File: src/common/flrd_pkg.sv
// flrd_pkg: constants, types and address map for the flash read interface
// assumes: used by logic/flrd_top.sv and the test modules, one core clock domain

package flrd_pkg;

  // ********************************************************
  // widths
  // ********************************************************
  localparam int unsigned ADDR_W  = 32;
  localparam int unsigned LINE_W  = 128;
  localparam int unsigned DW_W    = 64;
  localparam int unsigned WAIT_W  = 3;
  localparam int unsigned SECT_W  = 4;
  localparam int unsigned REG_AW  = 4;
  localparam int unsigned RDATA_W = 32;

  // ********************************************************
  // array map
  // ********************************************************
  localparam logic [31:0] MAIN_BASE  = 32'h0800_0000;
  localparam logic [31:0] MAIN_LAST  = 32'h080F_FFFF;
  localparam logic [31:0] SECT4_BASE = 32'h0801_0000;
  localparam logic [31:0] SECT5_BASE = 32'h0802_0000;
  localparam logic [31:0] SECT11_BASE = 32'h080E_0000;
  localparam logic [31:0] SYS_BASE   = 32'h1FFF_0000;
  localparam logic [31:0] SYS_LAST   = 32'h1FFF_77FF;
  localparam logic [31:0] OTP_BASE   = 32'h1FFF_7800;
  localparam logic [31:0] OTP_LAST   = 32'h1FFF_7A0F;
  localparam logic [31:0] OTP_LOCK   = 32'h1FFF_7A00;
  localparam logic [31:0] OPT_BASE   = 32'h1FFF_C000;
  localparam logic [31:0] OPT_LAST   = 32'h1FFF_C00F;
  localparam int unsigned SMALL_SH   = 14;
  localparam int unsigned BIG_SH     = 17;
  localparam logic [3:0]  SECT_FOUR  = 4'h4;
  localparam logic [3:0]  SECT_FIVE  = 4'h5;
  localparam logic [3:0]  SECT_LASTN = 4'hB;
  localparam logic [3:0]  OTP_LOCK_BLOCKS = 4'hF;

  // ********************************************************
  // registers
  // ********************************************************
  localparam logic [REG_AW-1:0] ACR_OFS    = 4'h0;
  localparam logic [REG_AW-1:0] CR_OFS     = 4'h4;
  localparam logic [REG_AW-1:0] SR_OFS     = 4'h8;
  localparam logic [WAIT_W-1:0] WAIT_RST   = 3'h0;
  localparam logic [WAIT_W-1:0] WAIT_MAX   = 3'h7;
  localparam int unsigned CR_START = 0;
  localparam int unsigned CR_MASS  = 1;
  localparam int unsigned CR_SECT  = 2;
  localparam int unsigned CR_SNB   = 4;
  localparam int unsigned SR_BUSY  = 0;
  localparam int unsigned SR_WPERR = 1;
  localparam int unsigned SR_ERR_W = 2;
  localparam logic [3:0] APPLY_DELAY = 4'h2;
  localparam logic [3:0] OP_CYCLES   = 4'hF;

  // ********************************************************
  // types
  // ********************************************************
  typedef enum logic [2:0] {
    RG_NONE = 3'b000,
    RG_MAIN = 3'b001,
    RG_SYS  = 3'b010,
    RG_OTP  = 3'b011,
    RG_OPT  = 3'b100
  } flrd_region_t;

  typedef enum logic [1:0] {
    PS_BYTE = 2'b00,
    PS_HALF = 2'b01,
    PS_WORD = 2'b10,
    PS_DBL  = 2'b11
  } flrd_psize_t;

  typedef enum logic [1:0] {
    ST_IDLE = 2'b00,
    ST_WAIT = 2'b01,
    ST_DONE = 2'b10,
    ST_OP   = 2'b11
  } flrd_state_t;

  typedef struct packed {
    logic [ADDR_W-1:0] addr;
    logic              req;
  } flrd_rd_req_t;

  typedef struct packed {
    logic [ADDR_W-1:0] addr;
    logic [DW_W-1:0]   data;
    flrd_psize_t       size;
    logic              req;
  } flrd_pg_req_t;

  typedef struct packed {
    logic [LINE_W-1:0] line;
    flrd_region_t      region;
    logic [SECT_W-1:0] sector;
    logic              valid;
  } flrd_rd_rsp_t;

endpackage

File: src/logic/flrd_top.sv
// flrd_top: flash array read sequencer with wait states, map decode and op guard
// assumes: requester and array on clk_i; array answers its line combinationally
//
// The implementer's own choices: the strobed register port and the register addresses.
`timescale 1ns/1ns

// Notes on behaviour
// - twelve sectors: 4x16K, 1x64K, 7x128K
// - sector zero at base, eleven at top
// - every read returns full 128-bit line
// - program byte, half, word, double word
// - erase one sector or whole main
// - otp 512 bytes plus 16 lock bytes
// - boot area refuses program and erase
// - option bytes decoded as own window
// - read takes wait count plus two cycles
// - wait count resets to zero
// - register reads back count in use
module flrd_top
  import flrd_pkg::*;
(
  input  wire logic                clk_i,
  input  wire logic                reset_n_i,
  input  wire flrd_rd_req_t        rd_req_i,
  input  wire flrd_pg_req_t        pg_req_i,
  input  wire logic [LINE_W-1:0]   array_line_i,
  input  wire logic [REG_AW-1:0]   reg_addr_i,
  input  wire logic [RDATA_W-1:0]  reg_wdata_i,
  input  wire logic                reg_we_i,
  input  wire logic                reg_re_i,
  output flrd_rd_rsp_t             rd_rsp_o,
  output logic                     rd_stall_o,
  output logic [ADDR_W-1:0]        array_addr_o,
  output logic                     array_pg_o,
  output logic [DW_W-1:0]          array_pg_data_o,
  output logic [7:0]               array_pg_mask_o,
  output logic                     array_erase_o,
  output logic                     array_mass_o,
  output logic [SECT_W-1:0]        array_sector_o,
  output logic [RDATA_W-1:0]       reg_rdata_o
);

  // ********************************************************
  // decode functions
  // ********************************************************
  function automatic flrd_region_t region_of(input logic [ADDR_W-1:0] a);
    if (a >= MAIN_BASE && a <= MAIN_LAST) begin
      region_of = RG_MAIN;
    end else if (a >= SYS_BASE && a <= SYS_LAST) begin
      region_of = RG_SYS;
    end else if (a >= OTP_BASE && a <= OTP_LAST) begin
      region_of = RG_OTP;
    end else if (a >= OPT_BASE && a <= OPT_LAST) begin
      region_of = RG_OPT;
    end else begin
      region_of = RG_NONE;
    end
  endfunction

  function automatic logic [SECT_W-1:0] sector_of(input logic [ADDR_W-1:0] a);
    logic [ADDR_W-1:0] off;
    off = a - MAIN_BASE;
    if (a < SECT4_BASE) begin
      sector_of = SECT_W'(off >> SMALL_SH);
    end else if (a < SECT5_BASE) begin
      sector_of = SECT_FOUR;
    end else begin
      sector_of = SECT_W'((off >> BIG_SH) + 32'(SECT_FOUR));
    end
  endfunction

  function automatic logic [7:0] mask_of(input flrd_psize_t s);
    unique case (s)
      PS_BYTE: mask_of = 8'h01;
      PS_HALF: mask_of = 8'h03;
      PS_WORD: mask_of = 8'h0F;
      PS_DBL:  mask_of = 8'hFF;
    endcase
  endfunction

  // ********************************************************
  // wait-state registers
  // ********************************************************
  logic [WAIT_W-1:0] read_wait_cycles_q;
  logic [WAIT_W-1:0] wait_used_q;
  logic [3:0]        apply_cnt_q;
  logic [SECT_W-1:0] cr_sector_q;
  logic              wp_err_q;

  always_ff @(posedge clk_i) begin
    if (!reset_n_i) begin
      read_wait_cycles_q <= WAIT_RST;
    end else if (reg_we_i && reg_addr_i == ACR_OFS) begin
      read_wait_cycles_q <= reg_wdata_i[WAIT_W-1:0];
    end
  end

  // new count applied a few cycles later, only between accesses
  flrd_state_t state_q;
  always_ff @(posedge clk_i) begin
    if (!reset_n_i) begin
      wait_used_q <= WAIT_RST;
      apply_cnt_q <= '0;
    end else if (reg_we_i && reg_addr_i == ACR_OFS) begin
      apply_cnt_q <= APPLY_DELAY;
    end else if (apply_cnt_q != '0) begin
      apply_cnt_q <= apply_cnt_q - 4'h1;
    end else if (state_q == ST_IDLE) begin
      wait_used_q <= read_wait_cycles_q;
    end
  end

  // ********************************************************
  // register read port
  // ********************************************************
  always_ff @(posedge clk_i) begin
    if (!reset_n_i) begin
      reg_rdata_o <= '0;
    end else if (reg_re_i) begin
      unique case (reg_addr_i)
        ACR_OFS: reg_rdata_o <= RDATA_W'(wait_used_q);
        CR_OFS:  reg_rdata_o <= RDATA_W'({cr_sector_q, 4'h0});
        SR_OFS:  reg_rdata_o <= RDATA_W'({wp_err_q, state_q == ST_OP});
        default: reg_rdata_o <= '0;
      endcase
    end else begin
      reg_rdata_o <= '0;
    end
  end

  // ********************************************************
  // erase command register
  // ********************************************************
  logic erase_go;
  logic mass_go;
  assign erase_go = reg_we_i && reg_addr_i == CR_OFS && reg_wdata_i[CR_START]
                    && reg_wdata_i[CR_SECT];
  assign mass_go  = reg_we_i && reg_addr_i == CR_OFS && reg_wdata_i[CR_START]
                    && reg_wdata_i[CR_MASS];

  always_ff @(posedge clk_i) begin
    if (!reset_n_i) begin
      cr_sector_q <= '0;
    end else if (reg_we_i && reg_addr_i == CR_OFS) begin
      cr_sector_q <= reg_wdata_i[CR_SNB +: SECT_W];
    end
  end

  // ********************************************************
  // access sequencer
  // ********************************************************
  flrd_region_t      rd_region;
  flrd_region_t      pg_region;
  logic [SECT_W-1:0] erase_sect;
  logic              pg_ok;
  logic              erase_ok;
  logic [WAIT_W-1:0] wait_cnt_q;
  logic [3:0]        op_cnt_q;
  logic [ADDR_W-1:0] addr_q;
  flrd_region_t      region_q;

  assign rd_region  = region_of(rd_req_i.addr);
  assign pg_region  = region_of(pg_req_i.addr);
  assign erase_sect = erase_go ? reg_wdata_i[CR_SNB +: SECT_W] : cr_sector_q;
  // boot and option windows never written here
  assign pg_ok    = pg_region == RG_MAIN || pg_region == RG_OTP;
  assign erase_ok = mass_go || erase_sect <= SECT_LASTN;

  always_ff @(posedge clk_i) begin
    if (!reset_n_i) begin
      state_q    <= ST_IDLE;
      wait_cnt_q <= '0;
      op_cnt_q   <= '0;
      addr_q     <= '0;
      region_q   <= RG_NONE;
    end else begin
      unique case (state_q)
        ST_IDLE: begin
          if ((erase_go || mass_go) && erase_ok) begin
            state_q  <= ST_OP;
            op_cnt_q <= OP_CYCLES;
          end else if (pg_req_i.req && pg_ok) begin
            state_q  <= ST_OP;
            op_cnt_q <= OP_CYCLES;
          // a request still held while its line goes out is not taken twice
          end else if (rd_req_i.req && !rd_rsp_o.valid) begin
            addr_q     <= rd_req_i.addr;
            region_q   <= rd_region;
            wait_cnt_q <= wait_used_q;
            state_q    <= (wait_used_q == '0) ? ST_DONE : ST_WAIT;
          end
        end
        ST_WAIT: begin
          wait_cnt_q <= wait_cnt_q - 3'h1;
          if (wait_cnt_q == 3'h1) begin
            state_q <= ST_DONE;
          end
        end
        ST_DONE: begin
          state_q <= ST_IDLE;
        end
        ST_OP: begin
          op_cnt_q <= op_cnt_q - 4'h1;
          if (op_cnt_q == 4'h1) begin
            state_q <= ST_IDLE;
          end
        end
      endcase
    end
  end

  // ********************************************************
  // protection error flag
  // ********************************************************
  always_ff @(posedge clk_i) begin
    if (!reset_n_i) begin
      wp_err_q <= 1'b0;
    end else if (state_q == ST_IDLE && pg_req_i.req && !pg_ok) begin
      wp_err_q <= 1'b1;
    end else if (reg_we_i && reg_addr_i == SR_OFS && reg_wdata_i[SR_WPERR]) begin
      wp_err_q <= 1'b0;
    end
  end

  // ********************************************************
  // outputs to requester and array
  // ********************************************************
  always_ff @(posedge clk_i) begin
    if (!reset_n_i) begin
      rd_rsp_o   <= '0;
      rd_stall_o <= 1'b0;
    end else begin
      rd_rsp_o.valid <= state_q == ST_DONE;
      rd_rsp_o.line  <= array_line_i;
      rd_rsp_o.region <= region_q;
      rd_rsp_o.sector <= (region_q == RG_MAIN) ? sector_of(addr_q) : '0;
      rd_stall_o     <= state_q == ST_WAIT || state_q == ST_OP
                        || (state_q == ST_IDLE && rd_req_i.req && !rd_rsp_o.valid);
    end
  end

  always_ff @(posedge clk_i) begin
    if (!reset_n_i) begin
      array_addr_o    <= '0;
      array_pg_o      <= 1'b0;
      array_pg_data_o <= '0;
      array_pg_mask_o <= '0;
      array_erase_o   <= 1'b0;
      array_mass_o    <= 1'b0;
      array_sector_o  <= '0;
    end else begin
      array_pg_o    <= state_q == ST_IDLE && !(erase_go || mass_go)
                       && pg_req_i.req && pg_ok;
      array_erase_o <= state_q == ST_IDLE && erase_go && !mass_go && erase_ok;
      array_mass_o  <= state_q == ST_IDLE && mass_go;
      array_sector_o <= erase_sect;
      array_pg_data_o <= pg_req_i.data;
      array_pg_mask_o <= mask_of(pg_req_i.size);
      if (state_q == ST_IDLE) begin
        array_addr_o <= pg_req_i.req ? pg_req_i.addr : rd_req_i.addr;
      end
    end
  end

endmodule

File: config.mk
export PLATFORM = sky130hd
export DESIGN_NAME = flrd_top
export DESIGN_NICKNAME = d
export VERILOG_FILES = /design/src/common/flrd_pkg.sv /design/src/logic/flrd_top.sv
export SDC_FILE = /design/constraint.sdc
export NUM_CORES = 1
export LEC_CHECK = 0
export ABC_AREA = 1
export BUFFER_PORTS_ARGS = -buffer_cell sky130_fd_sc_hd__buf_2
export CAP_MARGIN = 20
export CORE_AREA = 2 2 228 230
export CTS_BUF_LIST = sky130_fd_sc_hd__clkbuf_4 sky130_fd_sc_hd__clkbuf_8
export DETAILED_ROUTE_END_ITERATION = 7
export DIE_AREA = 0 0 230 232
export PLACE_DENSITY_LB_ADDON = 0.08
export SETUP_SLACK_MARGIN = 0.1
export SLEW_MARGIN = 15
export SYNTH_ARGS = -nofsm -noshare
export SYNTH_HDL_FRONTEND = slang
export SYNTH_SLANG_ARGS = --single-unit
File: constraint.sdc
create_clock -name clk_i -period 1.6 [get_ports clk_i]
set_clock_uncertainty 0.05 [all_clocks]
set_input_delay 0.16 -clock clk_i [delete_from_list [all_inputs] [get_ports clk_i]]
set_output_delay 0.16 -clock clk_i [all_outputs]
set_load 0.02 [all_outputs]
# --- After elaboration in Yosys (flattened, before gate mapping) ---
# Index checks and enable logic that the tools add are counted.
op_classes:
  n_reduce_logical: 55
  n_eq_ne: 20
  n_bitwise: 5
  n_lt_le_gt_ge: 19
  addsub: 5
  mux: 32
ops:
  columns: ["operator", "count"]
  rows:
  - ["greater-or-equal comparator 32 x 29 -> 1 bit (second input constant)", 6]
  - ["<= comparator 32 x 29 -> 1 bit (second input constant)", 6]
  - ["greater-or-equal comparator 32 x 28 -> 1 bit (second input constant)", 2]
  - ["<= comparator 32 x 28 -> 1 bit (second input constant)", 2]
  - ["< comparator 32 x 28 -> 1 bit (second input constant)", 2]
  - ["two-way mux 3 bit", 11]
  - ["two-way mux 32 bit", 1]
  - ["one-hot mux 8 bit (4 select lines)", 1]
  - ["logical AND 1 bit", 29]
  - ["one-hot mux 8 bit (3 select lines)", 1]
  - ["subtractor 21 x 1 -> 21 bit (second input constant)", 1]
  - ["two-way mux 4 bit", 5]
  - ["two-way mux 2 bit", 8]
  - ["inequality test 2 bit (second input constant)", 5]
  - ["equality test 3 x 1 -> 1 bit (second input constant)", 3]
  - ["equality test 2 bit (second input constant)", 4]
  - ["one-hot mux 2 bit (4 select lines)", 1]
  - ["one-hot mux 4 bit (2 select lines)", 1]
  - ["AND reduction 4 bit", 2]
  - ["nonzero test 2 bit", 4]
  - ["subtractor 4 x 1 -> 4 bit (second input constant)", 2]
  - ["one-hot mux 3 bit (2 select lines)", 1]
  - ["AND reduction 2 bit", 3]
  - ["AND reduction 3 bit", 2]
  - ["other kinds (19)", 33]
totals:
  in_bits: 300
  word_cells: 160
  output_inout_bits: 280
  ff_bits: 339

# --- Logic depth before layout (Yosys ltp) ---
depth:
  ltp_word: 12
  depth_mapped: 14
  ltp_nobuf: 14

# --- Worst setup path before layout ---
# Ideal clock, no wire load.
synth_path:
  path_kind: "input to register"
  from: "in reg_addr_i[1]"
  to: "reg addr_q[20]"
  arrival_ns: 1.372
  cell_stages: 12
  setup_time_ns: 0.116
  slack_ns: 0.062
  t_required_ns: 1.434
  n_path_buf: 2
  cell_sequence: "nor2_2 -> nand3_4 -> nor2_4 -> nand3_1 -> nand2_1 -> nand3_2 -> nand2_2 -> nand3_2 -> buf_6 -> buf_6 -> o21ai_1 -> a21oi_1"
synth_via:
  elab_chain_cells: 10
  elab_cells_between_ends: 12
  classes_between: "order compare: 1; eq/ne: 1; mux: 1; bitwise: 1; reduce/logical: 8"
synth_rtl:
  columns: ["item", "line_no", "rtl"]
  rows:
  - ["from (decl)", "flrd_top.sv:27", "input wire logic [REG_AW-1:0] reg_addr_i,"]
  - ["equality test 4 x 3 -> 1 bit (*)", "flrd_top.sv:136, flrd_top.sv:138", null]
  - ["logical AND 1 bit (*) (2 in a row)", "flrd_top.sv:136, flrd_top.sv:138", null]
  - ["logical AND 1 bit", "flrd_top.sv:137", "&& reg_wdata_i[CR_SECT];"]
  - ["two-way mux 4 bit", "flrd_top.sv:164", "assign erase_sect = erase_go ? reg_wdata_i[CR_SNB +: SECT_W] : cr_sector_q;"]
  - ["<= comparator 4 bit", "flrd_top.sv:167", "assign erase_ok = mass_go || erase_sect <= SECT_LASTN;"]
  - ["logical OR 1 bit", "flrd_top.sv:167", null]
  - ["logical AND 1 bit (*)", "flrd_top.sv:179", "if ((erase_go || mass_go) && erase_ok) begin"]
  - ["inverter 1 bit (no line) (*)", null, null]
  - ["AND reduction 4 bit (no line) (*)", null, null]
  - ["to (signal assigned)", "flrd_top.sv:187", "addr_q <= rd_req_i.addr;"]
  - ["to (decl)", "flrd_top.sv:159", "logic [ADDR_W-1:0] addr_q;"]
# Mark *: on every way between the ends. The rest lies on a longest branch, timed or not.
# A chain may end at the register's enable or synchronous reset.

# --- Worst setup path in the final report ---
layout_path:
  from: "in pg_req_i[91] in the netlist's numbering"
  to: "reg region_q[1]"
layout_via:
  elab_chain_cells: 11
  elab_cells_between_ends: 22
  classes_between: "order compare: 8; eq/ne: 2; mux: 4; bitwise: 1; reduce/logical: 7"
layout_rtl:
  columns: ["item", "line_no", "rtl"]
  rows:
  - ["from (decl)", "flrd_top.sv:25", "input wire flrd_pg_req_t pg_req_i,"]
  - ["greater-or-equal comparator 32 x 29 -> 1 bit / <= comparator 32 x 29 -> 1 bit (equally long branches)", "flrd_top.sv:53", "end else if (a >= OPT_BASE && a <= OPT_LAST) begin"]
  - ["logical AND 1 bit", "flrd_top.sv:53", null]
  - ["two-way mux 3 bit", "flrd_top.sv:53", null]
  - ["two-way mux 3 bit", "flrd_top.sv:51", "end else if (a >= OTP_BASE && a <= OTP_LAST) begin"]
  - ["two-way mux 3 bit", "flrd_top.sv:49", "end else if (a >= SYS_BASE && a <= SYS_LAST) begin"]
  - ["two-way mux 3 bit (*)", "flrd_top.sv:47", "if (a >= MAIN_BASE && a <= MAIN_LAST) begin"]
  - ["equality test 3 x 1 -> 1 bit / equality test 3 x 2 -> 1 bit (equally long branches)", "flrd_top.sv:166", "assign pg_ok = pg_region == RG_MAIN || pg_region == RG_OTP;"]
  - ["logical OR 1 bit (*)", "flrd_top.sv:166", null]
  - ["logical AND 1 bit (*)", "flrd_top.sv:182", "end else if (pg_req_i.req && pg_ok) begin"]
  - ["inverter 1 bit (no line) (*)", null, null]
  - ["AND reduction 4 bit (no line) (*)", null, null]
  - ["to (signal assigned)", "flrd_top.sv:188", "region_q <= rd_region;"]
  - ["to (decl)", "flrd_top.sv:160", "flrd_region_t region_q;"]
# Marked as above.

==> reports/metrics.yaml <==
run_status:
  outcome: "finished, violations left"
  violations: "negative hold slack"
pwr:
  pwr-share-clk_pct: 34.0
  p_per_area_nw_per_um2: 1200
  max-vdd-ir-drop_uv: 602
  switching_power_uw: 7150
  p_int_uw: 15200
  swShare_pct: 32.0
  power.share.sequential_pct: 38.9
  power.total_uw: 22400
  p_leak_uw: 0.0102
  comb_power_share_pct: 27.1
drt:
  vias: 11100
  drt_iter0_drc: 371
  drt-total-wl_mm: 42.4
  avgViaCountPerCell: 3.81
  firstDrtPassIters: 4
  drcViolationCount: 0
  wl_per_cell_microns: 14.5
  ant_nets: 0
synthesis:
  syn_area_per_cell_sq_um: 8.07
  synthesis.instances: 1254
  synth_seq_cells: 296
  synth_seq_area_share_pct: 58.5
  syn-cell-area_sq_um: 10100
  synth_top_family_by_area: "simple AND/OR/NAND/NOR gates"
  synth-xor-area-share_pct: 0
  synth_fa_ha_area_share_pct: 0.494
  yosys.area_share.simple_pct: 18.6
  yosys_warnings: 0
  synth_compound_area_share_pct: 8.17
  synthMuxAreaShare_pct: 0
  ys_types: 35
global_route:
  grt_pass1_vias: 11300
  grt_use_total_pct: 15.1
  grt_pass1_wl_mm: 63.2
  grt_max_degree: 65
  antenna_found_initial: 4
  grt.overflow.total: 0
hold_path:
  min_path_type: "primary input to flop"
  hold_start: "reg_wdata_i[0]"
sta:
  fin_crit_ns: 1.46
  max_freq_mhz: 687
  hold_viol: 1
  tns_ns: 0
  whs_ns: -0.0355
  rsz0062_at_grt: "no"
  fin_crit_sh_pct: 91.0
  drv_slew: 0
  setup_viol: 0
floorplan:
  rows: 83
  dieArea_sq_um: 53400
  core_sq_um: 50900
  start_util_pct: 19.9
  die_y_microns: 232
  io_pins: 580
  die_x_microns: 230
cts:
  cts_tree: "built"
  clk_pin_slew_worst_paths_ns: 0.06
  cts_inserted_buffers: 55
  hold_buffers: 326
  htreeDepth: 2
  clockBufferDepth: 3
  cts-root-buf: "clkbuf_8"
  worstSkewPairLatency_ns: 0.63
  cts.sinks: 296
cells_and_area:
  fin_nets: 2494
  design_area_sq_um: 18600
  drive_above_1_share_pct: 34.0
  fin_util_pct: 36.6
  fillCellCount: 5458
  regArea_sq_um: 5930
  area_growth_pct: 83.8
  multi_input_area_sq_um: 3000
placed_design:
  dp_hpwl_mm: 31.1
  dpl_cell_area_sq_um: 14000
  gp_congestion: 0.761
  io_buffers: 529
setup_path:
  cp_max_fo: 5
  cpPeakStageDelay_ns: 0.58
  crit_path_end_kind: "flop"
  critPathKind: "primary input to flop"
  cp-startpoint: "pg_req_i[91]"
  path_cells: "buf_2 -> dlygate4sd3_1 -> nor4_2 -> nand3_1 -> nand2_2 -> nand2_2 -> nand3_4 -> buf_12 -> buf_6 -> nand2_1 -> a21boi_1"
  critPathArrivalTime_ns: 1.93
  worstReg2RegStart: "cr_sector_q[2]"
  critPathRequiredTime_ns: 2.07
  critPathSlowestCell: "dlygate4sd3_1"
  cp-start-kind: "primary input"
  crit_top_cell: "nand2_2"
job:
  maxCapViolCount: 0
==> sequential cells by signal, summed over array words and instances, names as in the netlist <==
signal / count
array_addr_o: 32
read_wait_cycles_q: 3
apply_cnt_q: 4
wait_cnt_q: 3
rd_stall_o: 1
array_pg_data_o: 64
reg_rdata_o: 7
rd_rsp_o: 136
region_q: 3
op_cnt_q: 4
array_erase_o: 1
wait_used_q: 3
state_q: 2
array_sector_o: 4
array_mass_o: 1
cr_sector_q: 4
array_pg_o: 1
wp_err_q: 1
addr_q: 18
array_pg_mask_o: 4
==> placed cells by master, fill, tap and decap left out, drive strengths merged <==
cell	count
a21boi	2
nand3	26
ha	4
diode	2
inv	269
nor4	8
dlygate4sd3	322
a211oi	1
a31oi	33
conb	25
clkinv	7
a21oi	40
nor3b	2
clkbuf	94
nand3b	2
a221oi	1
buf	605
nor3	13
o211ai	1
dlymetal6s4s	2
clkinvlp	2
or2	6
nand2	337
o32ai	1
nor2	47
o22ai	2
o21ai	72
nand4	13
dfxtp	296
==> per-layer routing <==
| metal | global-route usage [%] | wire (microns) | vias to the layer above |
|---|---|---|---|
| li1 | - | - | 5611 |
| met1 | 17.5 | 17700 | 5037 |
| met2 | 26.5 | 20700 | 367 |
| met3 | 4.67 | 2950 | 76 |
| met4 | 4.98 | 1030 | 4 |
| met5 | 0 | 27 | - |
==> per-stage QoR <==
step / std cells / setup slack (ns)
3_3_place_gp: 2484 / -0.213
6_report: 2915 / 0.143
5_1_grt: 2915 / 0.0908
3_5_place_dp: 2484 / -0.230
4_1_cts: 2912 / 0.103
2_1_floorplan: 1278 / 0.0794
==> area by class of cell <==
| cell class | count | area share [%] |
|---|---|---|
| diodes | 2 | 0.0269 |
| clock buffers | 91 | 5.89 |
| clock inverters | 9 | 0.289 |
| inverters | 269 | 5.44 |
| multi-input cells | 636 | 16.1 |
| flip-flops and latches | 296 | 31.9 |
| well taps | 680 | 4.57 |
| repair buffers | 932 | 35.8 |
==> worst paths after layout <==
| check | to | slack, ns | cells past startpoint |
|---|---|---|---|
| max reg2reg | addr_q[22] | 0.18 | 9 |
| max | region_q[1] | 0.14 | 11 |
| min reg2reg | addr_q[26] | 0.40 | 2 |
| min | array_erase_o | -0.04 | 4 |
==> cell usage after synthesis <==
library cell	count	share of area (%)
a211oi_1	1	0.074
a21boi_0	2	0.15
a21oi_1	40	2.0
a221oi_1	1	0.087
a31oi_1	33	2.0
buf_1	3	0.11
buf_4	29	2.2
buf_6	3	0.33
clkbuf_1	42	1.6
clkinv_1	1	0.037
conb_1	1	0.037
dfxtp_1	296	59
ha_1	4	0.49
inv_1	266	9.9
inv_2	2	0.074
nand2_1	335	12
nand2_2	2	0.12
nand3_1	23	1.1
nand3_2	2	0.20
nand3_4	1	0.17
nand3b_1	2	0.15
nand4_1	12	0.74
nand4_2	1	0.12
nor2_1	43	1.6
nor2_2	3	0.19
nor2_4	1	0.11
nor3_1	13	0.64
nor3b_1	2	0.15
nor4_1	8	0.49
o211ai_1	1	0.074
o21ai_0	71	3.5
o21ai_1	1	0.049
o22ai_1	2	0.12
o32ai_1	1	0.087
or2_2	6	0.37
==> worst max-delay path, delay by kind of cell <==
kind | cells | cell delay (ns)
simple gates | 6 | 0.71
buf+inv | 4 | 0.93
compound gates | 1 | 0.11
==> power groups by stage <==
| stage | Clock, uW | Combinational, uW | Sequential (uW) |
|---|---|---|---|
| finish | 7600 | 6050 | 8710 |
| global placement | 0 | 5000 | 8830 |
| global route | 8280 | 6660 | 8790 |
| CTS | 7950 | 5710 | 8690 |
| floorplan | 0 | 2160 | 9520 |
| detailed placement | 0 | 4980 | 8840 |
==> kinds of logic after synthesis <==
group | count (synthesis)
AND/OR/NAND/NOR | 454
adder cells (fa/ha/maj) | 4
flip-flops | 296
AO/OA/AOI/OAI | 153
other | 1
buffers and inverters | 346
==> timing repair <==
item                                    4_1_cts  5_1_grt
gates resized for setup                       3       67
pin swaps                                     1       14
setup buffers                                 2        1
endpoints found under the setup margin        7       40
hold endpoints to repair                    278        1
cloned                                        0        2
No activity file was read; power rests on OpenSTA's default activity.
